==> config.mk <==
export PLATFORM = sky130hd
export DESIGN_NAME = multifunction_timer_watchdog
export DESIGN_NICKNAME = d
export VERILOG_FILES = /design/src/rtl/multifunction_timer_watchdog.v
export VERILOG_INCLUDE_DIRS = /design/src /design/src/shared
export SDC_FILE = /design/constraint.sdc
export NUM_CORES = 1
export LEC_CHECK = 0
export BUFFER_PORTS_ARGS = -buffer_cell sky130_fd_sc_hd__buf_2
export CAP_MARGIN = 20
export CORE_UTILIZATION = 40
export CTS_CLUSTER_SIZE = 20
export DETAILED_ROUTE_END_ITERATION = 12
export PLACE_DENSITY = 0.71
export SLEW_MARGIN = 20
export SYNTH_ARGS = -nofsm -noshare
export SYNTH_HDL_FRONTEND = slang
export SYNTH_SLANG_ARGS = --single-unit
==> constraint.sdc <==
create_clock -name clk -period 1.9 [get_ports clk]
set_clock_uncertainty 0.15 [all_clocks]
set_input_delay 0.095 -clock clk [delete_from_list [all_inputs] [get_ports clk]]
set_output_delay 0.095 -clock clk [all_outputs]
set_load 0.02 [all_outputs]
==> src/shared/timer_defines.vh <==
/*
 Constants for the multifunction timer and watchdog: register offsets,
 field positions, reset values and timing counts.
 Assumes inclusion by bare name from design and bench files.
*/
`ifndef TIMER_DEFINES_VH
`define TIMER_DEFINES_VH

// =====================================================================
// Register offsets
`define ADDR_STATUS_CONTROL  16'h0008
`define ADDR_COUNT_LOW       16'h0009
`define ADDR_IRQ_MASK        16'h000a
`define ADDR_WATCHDOG_CLEAR  16'h07f0

// =====================================================================
// Status and control fields
`define BIT_OVERFLOW_FLAG    7
`define BIT_TICK_FLAG        6
`define BIT_OVERFLOW_IE      5
`define BIT_TICK_IE          4
`define BIT_OVERFLOW_CLR     3
`define BIT_TICK_CLR         2
`define BIT_RATE_HI          1
`define BIT_RATE_LO          0
`define RATE_RESET           2'h3
`define BIT_WATCHDOG_CLEAR   0

// =====================================================================
// Event status / mask layout
`define EV_OVERFLOW          0
`define EV_TICK              1
`define EV_WATCHDOG          2
`define EV_WIDTH             3

// =====================================================================
// Timing
`define COUNTER_STAGES       15
`define WATCHDOG_STAGES      4
`define POWER_ON_CYCLES      4064
`define PRESCALE_CYCLES      4
`define TICK_TAP_BASE        11

`endif

==> src/rtl/multifunction_timer_watchdog.v <==
/*
 Multifunction timer: prescaled 15-stage counter, overflow and periodic
 tick flags, four-stage software watchdog, plus an event status/mask pair.
 Assumes a CPU-side register port on the same clock, with one-cycle strobes
 and read data one cycle after the read strobe; program memory data for
 the watchdog address arrives on rom_data.
*/
// Our own choice: the address-and-strobe port.

`timescale 1ns/100ps
`include "timer_defines.vh"
`default_nettype none

module multifunction_timer_watchdog #(
  parameter HALT_ENABLE = 1
) (
  input  wire        clk,
  input  wire        rst,
  input  wire [15:0] addr,
  input  wire [7:0]  wdata,
  input  wire        wr_en,
  input  wire        rd_en,
  output reg  [7:0]  rdata,
  input  wire [7:0]  rom_data,
  input  wire        halt_req,
  output wire        irq,
  output wire        timer_irq,
  output reg         watchdog_reset,
  output reg         por_busy
);

  // ===================================================================
  // Register decode
  function sel;
    input [15:0] a;
    input [15:0] target;
    begin
      sel = (a == target);
    end
  endfunction

  wire wr_ctl = wr_en & sel(addr, `ADDR_STATUS_CONTROL);
  wire wr_mask = wr_en & sel(addr, `ADDR_IRQ_MASK);
  wire wr_wdog = wr_en & sel(addr, `ADDR_WATCHDOG_CLEAR);
  wire rd_ctl = rd_en & sel(addr, `ADDR_STATUS_CONTROL);
  wire rd_mask = rd_en & sel(addr, `ADDR_IRQ_MASK);
  wire rd_wdog = rd_en & sel(addr, `ADDR_WATCHDOG_CLEAR);
  wire rd_cnt = rd_en & sel(addr, `ADDR_COUNT_LOW);

  // ===================================================================
  // Power-on sequencing
  reg [11:0] por_count;
  wire       por_done = (por_count == 12'hfdf);

  always @(posedge clk) begin
    if (rst) begin
      por_count <= 12'h000;
      por_busy  <= 1'b1;
    end else if (por_busy) begin
      if (por_done) begin
        por_busy <= 1'b0;
      end
      por_count <= por_count + 12'h001;
    end
  end

  // ===================================================================
  // Prescaler and 15-stage counter
  reg  [1:0]  prescale;
  reg  [14:0] count;
  wire        stage_step = (prescale == 2'h3);
  wire        wd_pulse;
  wire        release_clear = por_busy & por_done;

  always @(posedge clk) begin
    if (rst || release_clear) begin
      prescale <= 2'h0;
      count    <= 15'h0000;
    end else begin
      prescale <= prescale + 2'h1;
      if (stage_step) begin
        count <= count + 15'h0001;
      end
    end
  end

  // Low byte wraps every 256 * 4 = 1024 cycles
  wire ovf_event = stage_step & (count[7:0] == 8'hff) & ~por_busy;

  // ===================================================================
  // Status and control bits
  reg       overflow_flag;
  reg       tick_flag;
  reg       overflow_irq_enable;
  reg       tick_irq_enable;
  reg [1:0] rate_select;

  // Tick tap: carry out of stage 11 + rate
  reg [14:0] tap_mask;
  always @* begin
    case (rate_select)
      2'h0:    tap_mask = 15'h0fff;
      2'h1:    tap_mask = 15'h1fff;
      2'h2:    tap_mask = 15'h3fff;
      default: tap_mask = 15'h7fff;
    endcase
  end
  wire tick_event = stage_step & ((count & tap_mask) == tap_mask) & ~por_busy;

  always @(posedge clk) begin
    if (rst) begin
      overflow_flag       <= 1'b0;
      tick_flag           <= 1'b0;
      overflow_irq_enable <= 1'b0;
      tick_irq_enable     <= 1'b0;
      rate_select         <= `RATE_RESET;
    end else begin
      if (ovf_event) begin
        overflow_flag <= 1'b1;
      end else if (wr_ctl && wdata[`BIT_OVERFLOW_CLR]) begin
        overflow_flag <= 1'b0;
      end
      if (tick_event) begin
        tick_flag <= 1'b1;
      end else if (wr_ctl && wdata[`BIT_TICK_CLR]) begin
        tick_flag <= 1'b0;
      end
      if (wr_ctl) begin
        overflow_irq_enable <= wdata[`BIT_OVERFLOW_IE];
        tick_irq_enable     <= wdata[`BIT_TICK_IE];
        rate_select <= wdata[`BIT_RATE_HI:`BIT_RATE_LO];
      end
    end
  end

  assign timer_irq = (overflow_flag & overflow_irq_enable) |
                     (tick_flag & tick_irq_enable);

  // ===================================================================
  // Watchdog
  reg [3:0] wd_stages;
  reg       halted;

  always @(posedge clk) begin
    if (rst) begin
      halted <= 1'b0;
    end else if (halt_req && HALT_ENABLE != 0) begin
      halted <= 1'b1;
    end
  end

  // Eighth tick without a clear: 2^17 to 2^20 cycles depending on rate
  assign wd_pulse = tick_event & ~halted & (wd_stages == 4'h7);

  always @(posedge clk) begin
    if (rst || watchdog_reset) begin
      wd_stages      <= 4'h0;
      watchdog_reset <= 1'b0;
    end else begin
      watchdog_reset <= wd_pulse;
      if (wr_wdog && !wdata[`BIT_WATCHDOG_CLEAR]) begin
        wd_stages <= 4'h0;
      end else if (tick_event && !halted) begin
        wd_stages <= wd_stages + 4'h1;
      end
    end
  end

  // ===================================================================
  // Event status and mask
  reg  [`EV_WIDTH-1:0] ev_status;
  reg  [`EV_WIDTH-1:0] ev_mask;
  wire [`EV_WIDTH-1:0] ev_set = {wd_pulse, tick_event, ovf_event};

  genvar g;
  generate
    for (g = 0; g < `EV_WIDTH; g = g + 1) begin : ev_bits
      always @(posedge clk) begin
        if (rst) begin
          ev_status[g] <= 1'b0;
        end else if (ev_set[g]) begin
          ev_status[g] <= 1'b1;
        end else if (rd_mask) begin
          ev_status[g] <= 1'b0;
        end
      end
    end
  endgenerate

  always @(posedge clk) begin
    if (rst) begin
      ev_mask <= {`EV_WIDTH{1'b0}};
    end else if (wr_mask) begin
      ev_mask <= wdata[`EV_WIDTH-1:0];
    end
  end

  assign irq = |(ev_status & ev_mask);

  // ===================================================================
  // Read data, valid the cycle after the strobe
  always @(posedge clk) begin
    if (rst) begin
      rdata <= 8'h00;
    end else if (rd_ctl) begin
      rdata <= {overflow_flag, tick_flag, overflow_irq_enable,
                tick_irq_enable, 2'b00, rate_select};
    end else if (rd_cnt) begin
      rdata <= count[7:0];
    end else if (rd_mask) begin
      rdata <= {ev_status, 1'b0, ev_mask, 1'b0};
    end else if (rd_wdog) begin
      rdata <= rom_data;
    end else begin
      rdata <= 8'h00;
    end
  end

endmodule

`default_nettype wire

* Yosys cells after proc, flatten, opt, wreduce, memory -nomap -nowiden
Index checks and enable logic that the tools add are counted.
** Word-level totals
- Bits in registers :: 56
- Input bits :: 37
- Output and inout bits :: 12
- Word-level logic and storage cells :: 86
** Cells by class
- Add/subtract/negate cells :: 4
- Equal/unequal tests :: 11
- Multiplexer cells :: 15
- Bitwise logic cells :: 21
- Reductions and logical operators :: 17
** Operators by type and width (count)
- 16-bit by 4-bit == test with 1-bit output, second input constant :: 3
- 15-bit case mux with 3 select lines :: 1
- 8-bit 2-to-1 mux :: 4
- 1-bit AND :: 16
- 16-bit by 11-bit == test with 1-bit output, second input constant :: 1
- 15-bit by 1-bit adder with 15-bit output, second input constant :: 1
- 15-bit AND :: 1
- 15-bit == test :: 1
- 12-bit by 1-bit adder with 12-bit output, second input constant :: 1
- 12-bit == test, second input constant :: 1
- 1-bit 2-to-1 mux :: 10
- 2-bit nonzero test :: 5
- 8-bit == test, second input constant :: 1
- 4-bit by 1-bit adder with 4-bit output, second input constant :: 1
- 2-bit == test, second input constant :: 2
- 4-bit by 3-bit == test with 1-bit output, second input constant :: 1
- 1-bit logical AND :: 4
- 2-bit OR reduction :: 2
- 3-bit AND :: 1
- 3-bit OR reduction :: 1
- 2-bit by 1-bit adder with 2-bit output, second input constant :: 1
- 2-bit by 1-bit == test with 1-bit output, second input constant :: 1
- 1-bit logical NOT :: 2
- 2-bit logical NOT :: 1
- other kinds (3) :: 5

* Logic depth before layout (Yosys ltp)
Gate-level depths: netlist of the first run.
- Depth in word-level cells :: 9
- Depth in mapped cells :: 7
- Mapped depth without buffers :: 6

* Least setup slack after synthesis of the first run
No wires, ideal clock.
- Path type :: flip-flop to flip-flop
- Start point :: register prescale[0]
- End point :: register wd_stages[3]
- Library setup time :: 0.070 ns
- Arrival time :: 1.772 ns
- Data required time :: 1.680 ns
- Setup slack :: -0.092 ns
- Stages on the path, launching flop included :: 8
- Buffers on the path :: 1
- Period minus slack after synthesis :: 1.992 ns
- Cells stage by stage :: dfxtp_1 ha_1 and4_1 nand4_1 nand4bb_1 clkbuf_1 or3_1 a21oi_1
** On the way
- Cells in the longest elaborated chain, start to end :: 4
** Ends and longest elaborated chain
- from (decl) :: RTL line multifunction_timer_watchdog.v:69 : reg [1:0] prescale;
- from (signal assigned) :: RTL line multifunction_timer_watchdog.v:80 : prescale <= prescale + 2'h1;
- 2-bit == test :: RTL line multifunction_timer_watchdog.v:71 : wire stage_step = (prescale == 2'h3);
- 1-bit AND (2 in series) :: RTL line multifunction_timer_watchdog.v:108 : wire tick_event = stage_step & ((count & tap_mask) == tap_mask) & ~por_busy;
- 1-bit logical AND :: RTL line multifunction_timer_watchdog.v:163 : end else if (tick_event && !halted) begin
- to (signal assigned) :: RTL line multifunction_timer_watchdog.v:164 : wd_stages <= wd_stages + 4'h1;
- to (decl) :: RTL line multifunction_timer_watchdog.v:141 : reg [3:0] wd_stages;
Every way passes these cells.
A chain may end at the register's enable or synchronous reset.

* Worst setup path in the final report of the first run
- Start point :: register count[1]
- End point :: register wd_stages[3]
** On the way
- Cells in the longest elaborated chain, start to end :: 5
** Ends and longest elaborated chain
- from (decl) :: RTL line multifunction_timer_watchdog.v:70 : reg [14:0] count;
- from (signal assigned) :: RTL line multifunction_timer_watchdog.v:82 : count <= count + 15'h0001;
- 15-bit AND :: RTL line multifunction_timer_watchdog.v:108
- 15-bit == test :: RTL line multifunction_timer_watchdog.v:108
- 1-bit AND (2 in series) :: RTL line multifunction_timer_watchdog.v:108
- 1-bit logical AND :: RTL line multifunction_timer_watchdog.v:163
Every way passes these cells.

==> flow_summary.yaml, run 1 <==
yosys:
  syn_area_um2: 2569
  synth_compound_area_share_pct: 12.71
  synth_flop_cell: "dfxtp_1"
  ys_seq_area_share_pct: 43.64
  synthesis.nets: 321
  synth_top_family_by_area: "simple AND/OR/NAND/NOR gates"
  yosysWarnings: 0
  syn_area_per_cell_um2: 9.174
  synthMuxAreaShare_pct: 3.117
  synthXorXnorAreaFrac_pct: 8.524
  syn_inst: 280
  synth_fa_ha_area_share_pct: 1.948
  synthSimpleGateAreaFrac_pct: 26.55
  synth-seq-cells: 56
  ys_types: 51
  async_flop_share_pct: 0
  synth_edf_count: 0
min_path:
  hold_path.class: "in2reg"
finish:
  antenna_cells: 0
  fin_cells: 427
  layout.nets: 393
  final_util_pct: 53.67
  fillers: 560
  syn_to_final_growth_pct: 26.64
  ff_latch_area_um2: 1122
  layout-drive-gt1-share_pct: 25.57
  multi_input_area_um2: 1389
timing:
  max_freq_ghz: 0.5568
  post-route-period-util_pct: 94.53
  slew_viol_final: 0
  slew_headroom_pct: 65.23
  setup_tns_ps: 0
  rsz0062_at_grt: "false"
  setup_viol: 0
  tightest_slew_ps: 520.5
  hold_violations: 0
  fin_crit_ps: 1796
cts:
  clk_latency_ps: 300
  clock_path_buffers: 2
  cts_root_buf: "clkbuf_8"
  cts_max_level: 2
  clock_sinks: 56
  cts_buffers: 5
  clkTransAtPathRegs_ps: 100
  tritoncts: "built"
global_route:
  gr-usage-met1_pct: 21.94
  use_met2_pct: 28.43
  grt_pass1_wl_um: 8907
  grt_max_degree: 27
  use_met3_pct: 4.176
  grt-busiest-layer: "met2"
  grt_pass1_vias: 1985
  antenna_found_initial: 0
  track_usage_pct: 17.36
  grt_overflow: 0
pwr:
  combPwrFrac_pct: 6.9
  power_density_nw_per_um2: 689.3
  switchingPower_w: 0.0004584
  clkPwrFrac_pct: 39.7
  switching_share_pct: 20.44
  power_frac_seq_pct: 53.4
  intPower_w: 0.001784
  max-vdd-ir-drop_v: 0.0004563
  p_leak_nw: 1.419
routing:
  vias_per_cell: 5.145
  ant_nets: 0
  num_vias: 2197
  route.detailed.drc: 0
  avgRoutedWirePerCell_um: 12.69
  drtIter0Drc: 83
  routed_wl_um: 5417
  dr.pass1.iters: 4
floorplan:
  start_util_pct: 42.38
  die_area_um2: 6746
  row_count: 28
  core_area_um2: 6061
  ioPinCount: 49
  fp.dieH_um: 82.14
  die_w_um: 82.14
place:
  hpwl_um: 4144
  portBuffers: 46
  gp_congestion: 0.7826
  dpl.cell_count: 410
status:
  status: "complete, no violations"
setup_path:
  cp_max_fo: 4
  worstPathRequired_ps: 1990
  worstPathArrival_ps: 1890
  endpoint_kind: "flop"
  cp-start-kind: "flop"
  crit_type: "reg2reg"
job:
  maxCapViolCount: 0
==> layout by cell type (no fill, tap or decap), drive strengths merged, types with 4 or more instances in the layout <==
cell type,count
o21ai,6
a22o,7
inv,9
nand4,11
nor2b,4
nor3,4
dfxtp,56
dlygate4sd3,10
clkbuf,5
a21o,7
nor2,48
mux2i,8
nand3,11
xnor2,10
nor4,4
nand2,17
ha,4
a21oi,12
xor2,15
buf,65
==> kinds of logic (layout without fill, tap and decap cells) <==
logic type      after synthesis  count (layout)
flops                        56              56
mux                           8               8
simple gates                122             122
buf+inv                      19              91
fa+ha+maj                     4               4
compound gates               46              46
xor+xnor                     25              25
==> power groups by stage <==
stage,clock network [W],logic (W),registers (W)
2_1_floorplan,0,0.0000726,0.00122
3_3_place_gp,0,0.000134,0.00122
3_5_place_dp,0,0.000137,0.00122
4_1_cts,0.000911,0.000155,0.00120
5_1_grt,0.000962,0.000170,0.00120
6_report,0.000891,0.000155,0.00120
==> metrics by stage <==
step / worst slack, ps / area, µm² / total power [W] / hold WS (ps)
final: 104.0 / 3253 / 0.002242 / 17.19
after global routing: 12.46 / 3253 / 0.002331 / 25.43
after CTS: 4.397 / 3237 / 0.002262 / 8.990
after detailed placement: -111.5 / 3008 / 0.001361 / 163.5
after global placement: -81.82 / 3008 / 0.001357 / 153.4
after floorplan: 3.595 / 2586 / 0.001295 / 60.82
==> synth_stat cells, types with 4 or more instances <==
| cell | n | area (µm²) |
|---|---|---|
| ha_1 | 4 | 50.05 |
| a21oi_1 | 12 | 60.06 |
| o21ai_0 | 6 | 30.03 |
| xnor2_1 | 10 | 87.58 |
| nand2_1 | 16 | 60.06 |
| clkbuf_1 | 7 | 26.28 |
| inv_1 | 9 | 33.78 |
| a22o_1 | 7 | 61.31 |
| nor2_1 | 47 | 176.4 |
| xor2_1 | 15 | 131.4 |
| mux2i_1 | 8 | 80.08 |
| nor2b_1 | 4 | 25.02 |
| nand3_1 | 10 | 50.05 |
| nand4_1 | 11 | 68.82 |
| a21o_1 | 5 | 37.54 |
| nor3_1 | 4 | 20.02 |
| dfxtp_1 | 56 | 1121 |
==> state kept, by name, indices dropped and copies added, names as in the netlist <==
signal and cells:
overflow_flag 1, watchdog_reset 1, rdata 8, wd_stages 4
overflow_irq_enable 1, ev_status 3, tick_irq_enable 1, prescale 2
halted 1, por_busy 1, ev_mask 3, count 15
tick_flag 1, rate_select 2, por_count 12
==> layer usage <==
metal | vias to the layer above | routed length (µm)
li1 | 1128 | -
met1 | 1017 | 2594
met2 | 43 | 2503
met3 | 9 | 215
met4 | 0 | 104
met5 | - | 0
==> worst max-delay path, cell delays in order, from the launching register on <==
cell       delay (ps)
dfxtp_1           350
ha_1              170
and4_4            230
nand4_1           110
nand4bb_4         250
or3_1             330
a21oi_1           140
==> worst paths after layout <==
check / slack (ps) / endpoint / cells past startpoint / startpoint
min reg2reg: 310 / watchdog_reset / 1 / watchdog_reset
min: 20 / overflow_flag / 4 / wdata[3]
max: 100 / wd_stages[3] / 6 / count[1]
max reg2reg: 100 / wd_stages[3] / 6 / count[1]
==> area by class of cell <==
cell class | instances | share of cell area (%)
inverter | 9 | 1.038
sequential | 56 | 34.50
timing repair buffer | 75 | 14.92
clock inverter | 2 | 1.846
clock buffer | 5 | 2.115
multi-input combinational | 205 | 42.69
tap | 75 | 2.885
==> timing repair <==
action / in CTS / in global routing
setup buffers: 0 / 0
gates resized for setup: 0 / 3
hold endpoints to repair: 11 / 0
endpoints found under the setup margin: 0 / 5
hold buffers: 10 / 0
Power figures use the tool's default switching activity.
==> run 2, diff against run 1 <==
ABC_AREA = 1   (was default)
==> flow_summary.yaml, run 2 <==
finish:
  layout.nets: 500
  final_util_pct: 51.28
  fin_area_um2: 3331
  antenna_cells: 0
  fin_cells: 537
  mostFrequentLayoutCells: "nand2_1 (78), nor2_1 (67), dfxtp_1 (56), buf_2 (46), inv_1 (44)"
  layout-drive-gt1-share_pct: 17.83
  largest_reg_flops: 15
  layout_commonest_cell: "nand2_1"
  largest-register: "count"
  syn_to_final_growth_pct: 21.55
  biggestRegsByFlops: "count: 15 flops, por_count: 12 flops, rdata: 8 flops"
timing:
  setup_viol: 0
  max_freq_ghz: 0.5769
  rsz0062_at_grt: "false"
  hold_violations: 0
  slew_headroom_pct: 71.99
  slew_viol_final: 0
  post-route-period-util_pct: 91.22
  tightest_slew_ps: 415.8
  setup_tns_ps: 0
  fin_crit_ps: 1733
global_route:
  grt_max_degree: 17
  antenna_found_initial: 0
  grt_overflow: 0
  grt_pass1_vias: 2515
  track_usage_pct: 17.92
  grt_pass1_wl_um: 10380
setup_path:
  crit_end: "wd_stages[3]"
  worst_r2r_endpoint: "wd_stages[3]"
  cp-start-kind: "flop"
  critPathLaunch: "count[1]"
  slowest_stage: "dfxtp_1"
  cp_slowest_stage_delay_ps: 390
  r2r_cells: 8
  crit-reg2reg-launch: "count[1]"
  crit_type: "reg2reg"
  path_cells: "ha_1, nand2_1, nor2_4, nand4_4, nor2_4, nand3_2, o21ai_1, nor2_1"
  r2r_setup_slack_ps: 170
  cp_common_cell: "nor2_4"
  cp_num_cells: 8
  cp_num_buf_inv: 0
  cp_max_fo: 5
  crit_family: "simple AND/OR/NAND/NOR gates"
  endpoint_kind: "flop"
  worstPathArrival_ps: 1790
  worstPathRequired_ps: 1960
yosys:
  synth_flop_cell: "dfxtp_1"
  synth_common_cells: "nand2_1 (78), nor2_1 (67), dfxtp_1 (56), inv_1 (44), nand3_1 (32)"
  yosysWarnings: 0
  synth_top_cell_by_area: "dfxtp_1"
  synth_most_common_cell: "nand2_1"
  syn_inst: 391
  synth_top_cell_area_share_pct: 40.91
  ys_seq_area_share_pct: 40.91
  async_flop_share_pct: 0
  synthesis.nets: 432
  ys_types: 38
  syn_area_um2: 2740
  syn_area_per_cell_um2: 7.008
  synth-seq-cells: 56
  synthTopCellsByArea: "dfxtp_1 (41%), nand2_1 (11%), nor2_1 (9.2%), inv_1 (6.0%), nand3_1 (5.8%)"
  synth_edf_count: 0
floorplan:
  ioPinCount: 49
  die_w_um: 84.77
  fp.dieH_um: 84.77
  core_area_um2: 6495
  row_count: 29
  die_area_um2: 7185
  start_util_pct: 42.19
routing:
  avgRoutedWirePerCell_um: 11.80
  drtIter0Drc: 174
  route.detailed.drc: 9
  routed_wl_um: 6334
  vias_per_cell: 4.914
  ant_nets: 0
  dr.pass1.iters: 10
  num_vias: 2639
place:
  dpl_cell_area_um2: 3080
  dpl.cell_count: 513
  gp_congestion: 0.9170
  hpwl_um: 4712
  portBuffers: 46
cts:
  postCtsHoldBufs: 16
  clk_latency_ps: 300
  clock_sinks: 56
  cts_root_buf: "clkbuf_8"
  cts_setup_buffers: 0
  cts_resized: 0
  clock_path_buffers: 2
  tritoncts: "built"
  clkTransAtPathRegs_ps: 90
  cts_max_level: 2
  cts_buffers: 5
min_path:
  hold_path.class: "in2reg"
pwr:
  power_density_nw_per_um2: 601.7
  p_leak_nw: 1.475
  power_w: 0.002004
  max-vdd-ir-drop_v: 0.0003354
status:
  violations: "design-rule violations"
  status: "finished, violations left"
job:
  maxCapViolCount: 0
==> run 2: changes by cell type after synthesis, moves of 5 or more <==
cell,previous run,this run
a21oi_1,12,23
a22o_1,7,1
inv_1,9,44
mux2i_1,8,0
nand2_1,16,78
nand3_1,10,32
nor2_1,47,67
nor2_2,1,6
nor3_1,4,11
o21ai_0,6,14
xnor2_1,10,1
xor2_1,15,5
==> run 2: cells by family after synthesis <==
family                     count (synthesis)  share of synthesized area (%)
and+or+nand+nor                          221                          37.72
AOI/OAI and AO/OA                         49                          9.909
DFF                                       56                          40.91
adders and majority gates                  4                          1.827
xor gates and xnor gates                   6                          1.918
buffers and inverters                     55                          7.716
==> run 2: layout make-up <==
type	count	area (µm²)
fillers	629	3164
well taps	77	96.34
multi-input cells	280	1408
inverters	48	180.2
clock buffers	8	90.09
repair buffers	68	435.4
flip-flops and latches	56	1121
==> run 2: routing by layer <==
metal  track usage [%]  routed length [µm]  vias up
met5                 0                   0        -
met4             7.858                 162        0
met3             3.048                 259       15
met2             32.00                2945       65
met1             21.06                2967     1156
li1                  -                   -     1403
==> run 2: how the worst min path moves through the flow <==
stage / start / to / depth (start not counted)
2_1_floorplan: halt_req / halted / 2
3_3_place_gp: halt_req / halted / 3
3_5_place_dp: halt_req / halted / 3
4_1_cts: addr[0] / overflow_irq_enable / 4
5_1_grt: addr[0] / overflow_irq_enable / 4
6_report: addr[0] / overflow_irq_enable / 4
==> run 2: worst register-to-register path, stage by stage, from the launching register on <==
cell	delay (ps)
dfxtp_1	390
ha_1	200
nand2_1	110
nor2_4	170
nand4_4	160
nor2_4	170
nand3_2	90
o21ai_1	150
nor2_1	50
==> run 2: report_power, final <==
group / switching, W / internal [W]
registers: 0.00000742 / 0.00118
logic: 0.0000804 / 0.0000764
clock network: 0.000357 / 0.000298
==> run 2: stage by stage <==
stage / setup slack, ps / hold WS (ps)
after floorplan: 316.5 / 60.82
after CTS: 141.6 / 13.58
after global routing: 3.652 / 35.32
final: 166.7 / 26.45
after detailed placement: 155.9 / 156.2
after global placement: 237.1 / 150.3
==> run 3, diff against run 2 <==
CORE_UTILIZATION = 45   (was 40)
PLACE_DENSITY = 0.77   (was 0.71)
==> flow_summary.yaml, run 3 (synthesis results as in run 2) <==
cts:
  cts_root_buf: "clkbuf_8"
  cts_max_level: 2
  clk_latency_ps: 320
  cts_setup_buffers: 0
  clkTransAtPathRegs_ps: 110
  tritoncts: "built"
  clock_sinks: 56
  cts_buffers: 5
  clock_path_buffers: 2
setup_path:
  endpoint_kind: "flop"
  crit_type: "reg2reg"
  worstPathRequired_ps: 1950
  worstPathArrival_ps: 1750
  cp-start-kind: "flop"
  cp_max_fo: 5
finish:
  layout_commonest_cell: "nand2_1"
  largest_reg_flops: 15
  fin_cells: 540
  mostFrequentLayoutCells: "nand2_1 (78), nor2_1 (67), dfxtp_1 (56), buf_2 (46), inv_1 (44)"
  final_util_pct: 57.31
  largest-register: "count"
  fillers: 533
  antenna_cells: 0
  biggestRegsByFlops: "count: 15 flops, por_count: 12 flops, rdata: 8 flops"
  syn_to_final_growth_pct: 23.11
  layout.nets: 505
  layout-drive-gt1-share_pct: 19.14
timing:
  post-route-period-util_pct: 89.46
  rsz0062_at_grt: "false"
  whs_ps: 24.63
  hold_violations: 0
  tightest_slew_ps: 401.0
  setup_viol: 0
  fin_crit_ps: 1700
  setup_tns_ps: 0
  slew_headroom_pct: 73.24
  max_freq_ghz: 0.5883
  slew_viol_final: 0
floorplan:
  start_util_pct: 46.56
  die_w_um: 80.04
  core_area_um2: 5886
  ioPinCount: 49
  row_count: 28
  fp.dieH_um: 80.04
  die_area_um2: 6406
status:
  status: "complete, no violations"
global_route:
  track_usage_pct: 20.83
  grt_pass1_vias: 2422
  grt_pass1_wl_um: 10400
  grt_overflow: 0
  grt_max_degree: 19
  antenna_found_initial: 0
routing:
  dr.pass1.iters: 4
  ant_nets: 0
  vias_per_cell: 4.967
  avgRoutedWirePerCell_um: 11.92
  route.detailed.drc: 0
  num_vias: 2682
  drtIter0Drc: 156
  routed_wl_um: 6436
job:
  maxCapViolCount: 0
place:
  hpwl_um: 4845
  gp_congestion: 0.8466
  dpl.cell_count: 515
  portBuffers: 46
pwr:
  p_leak_nw: 1.494
  max-vdd-ir-drop_v: 0.0003492
  power_w: 0.002025
  power_density_nw_per_um2: 600.4
min_path:
  hold_path.class: "in2reg"
[run 3: changes by cell type in the layout (fill, tap and decap cells not counted), sizes merged]
cell and change:
buf +4, clkinv +1, clkinvlp +2, dlygate4sd3 +1, clkbuf -3
[run 3: layout make-up]
class | count | area (µm²) | area share (%)
repair buffers | 73 | 475.5 | 14.09
clock buffers | 5 | 68.82 | 2.040
inverters | 48 | 180.2 | 5.341
well taps | 75 | 93.84 | 2.782
clock inverters | 3 | 23.77 | 0.7047
multi-input cells | 280 | 1410 | 41.80
flip-flops and latches | 56 | 1121 | 33.23
[run 3: what timing repair did]
action | 4_1_cts | 5_1_grt
gates resized for setup | 0 | 1
hold endpoints to repair | 17 | 0
endpoints found under the setup margin | 0 | 2
hold buffers | 17 | 0
[run 3: through the flow]
stage,setup slack (ps),area (µm²)
global route,29.78,3373
detailed placement,172.4,3108
finish,200.3,3373
global placement,212.7,3108
floorplan,316.5,2740
CTS,164.1,3371
[run 3: worst paths after layout]
path | startpoint | end | slack [ps] | cells after the start
setup / recovery | prescale[0] | wd_stages[0] | 200 | 8
hold reg to reg | prescale[0] | prescale[0] | 290 | 1
setup reg to reg | prescale[0] | wd_stages[0] | 200 | 8
hold / removal | rom_data[5] | rdata[5] | 20 | 5
[run 3: critical path: stages, from the launching register on]
cell and delay (ps):
dfxtp_1 350, ha_2 220, nand2_1 120, nor2_4 170, nand4_4 170, nor2_4 170
nand2_1 90, nor2_1 90, nor3_1 50
[run 3: power breakdown]
part           internal, W  total [W]  switching (W)
Clock             0.000262   0.000672       0.000410
Combinational    0.0000783   0.000160      0.0000821
Sequential         0.00119    0.00119     0.00000754
Total              0.00153    0.00203       0.000500
[run 3: per-layer routing]
metal  part of all wire [%]  global-route usage, %  vias to the layer above  wire, µm
li1                       -                      -                     1415         -
met1                     47                  25.40                     1203      3025
met2                     47                  36.84                       57      3047
met3                    4.4                  4.000                        7       286
met4                    1.2                  6.071                        0        76
met5                      0                      0                        -         0
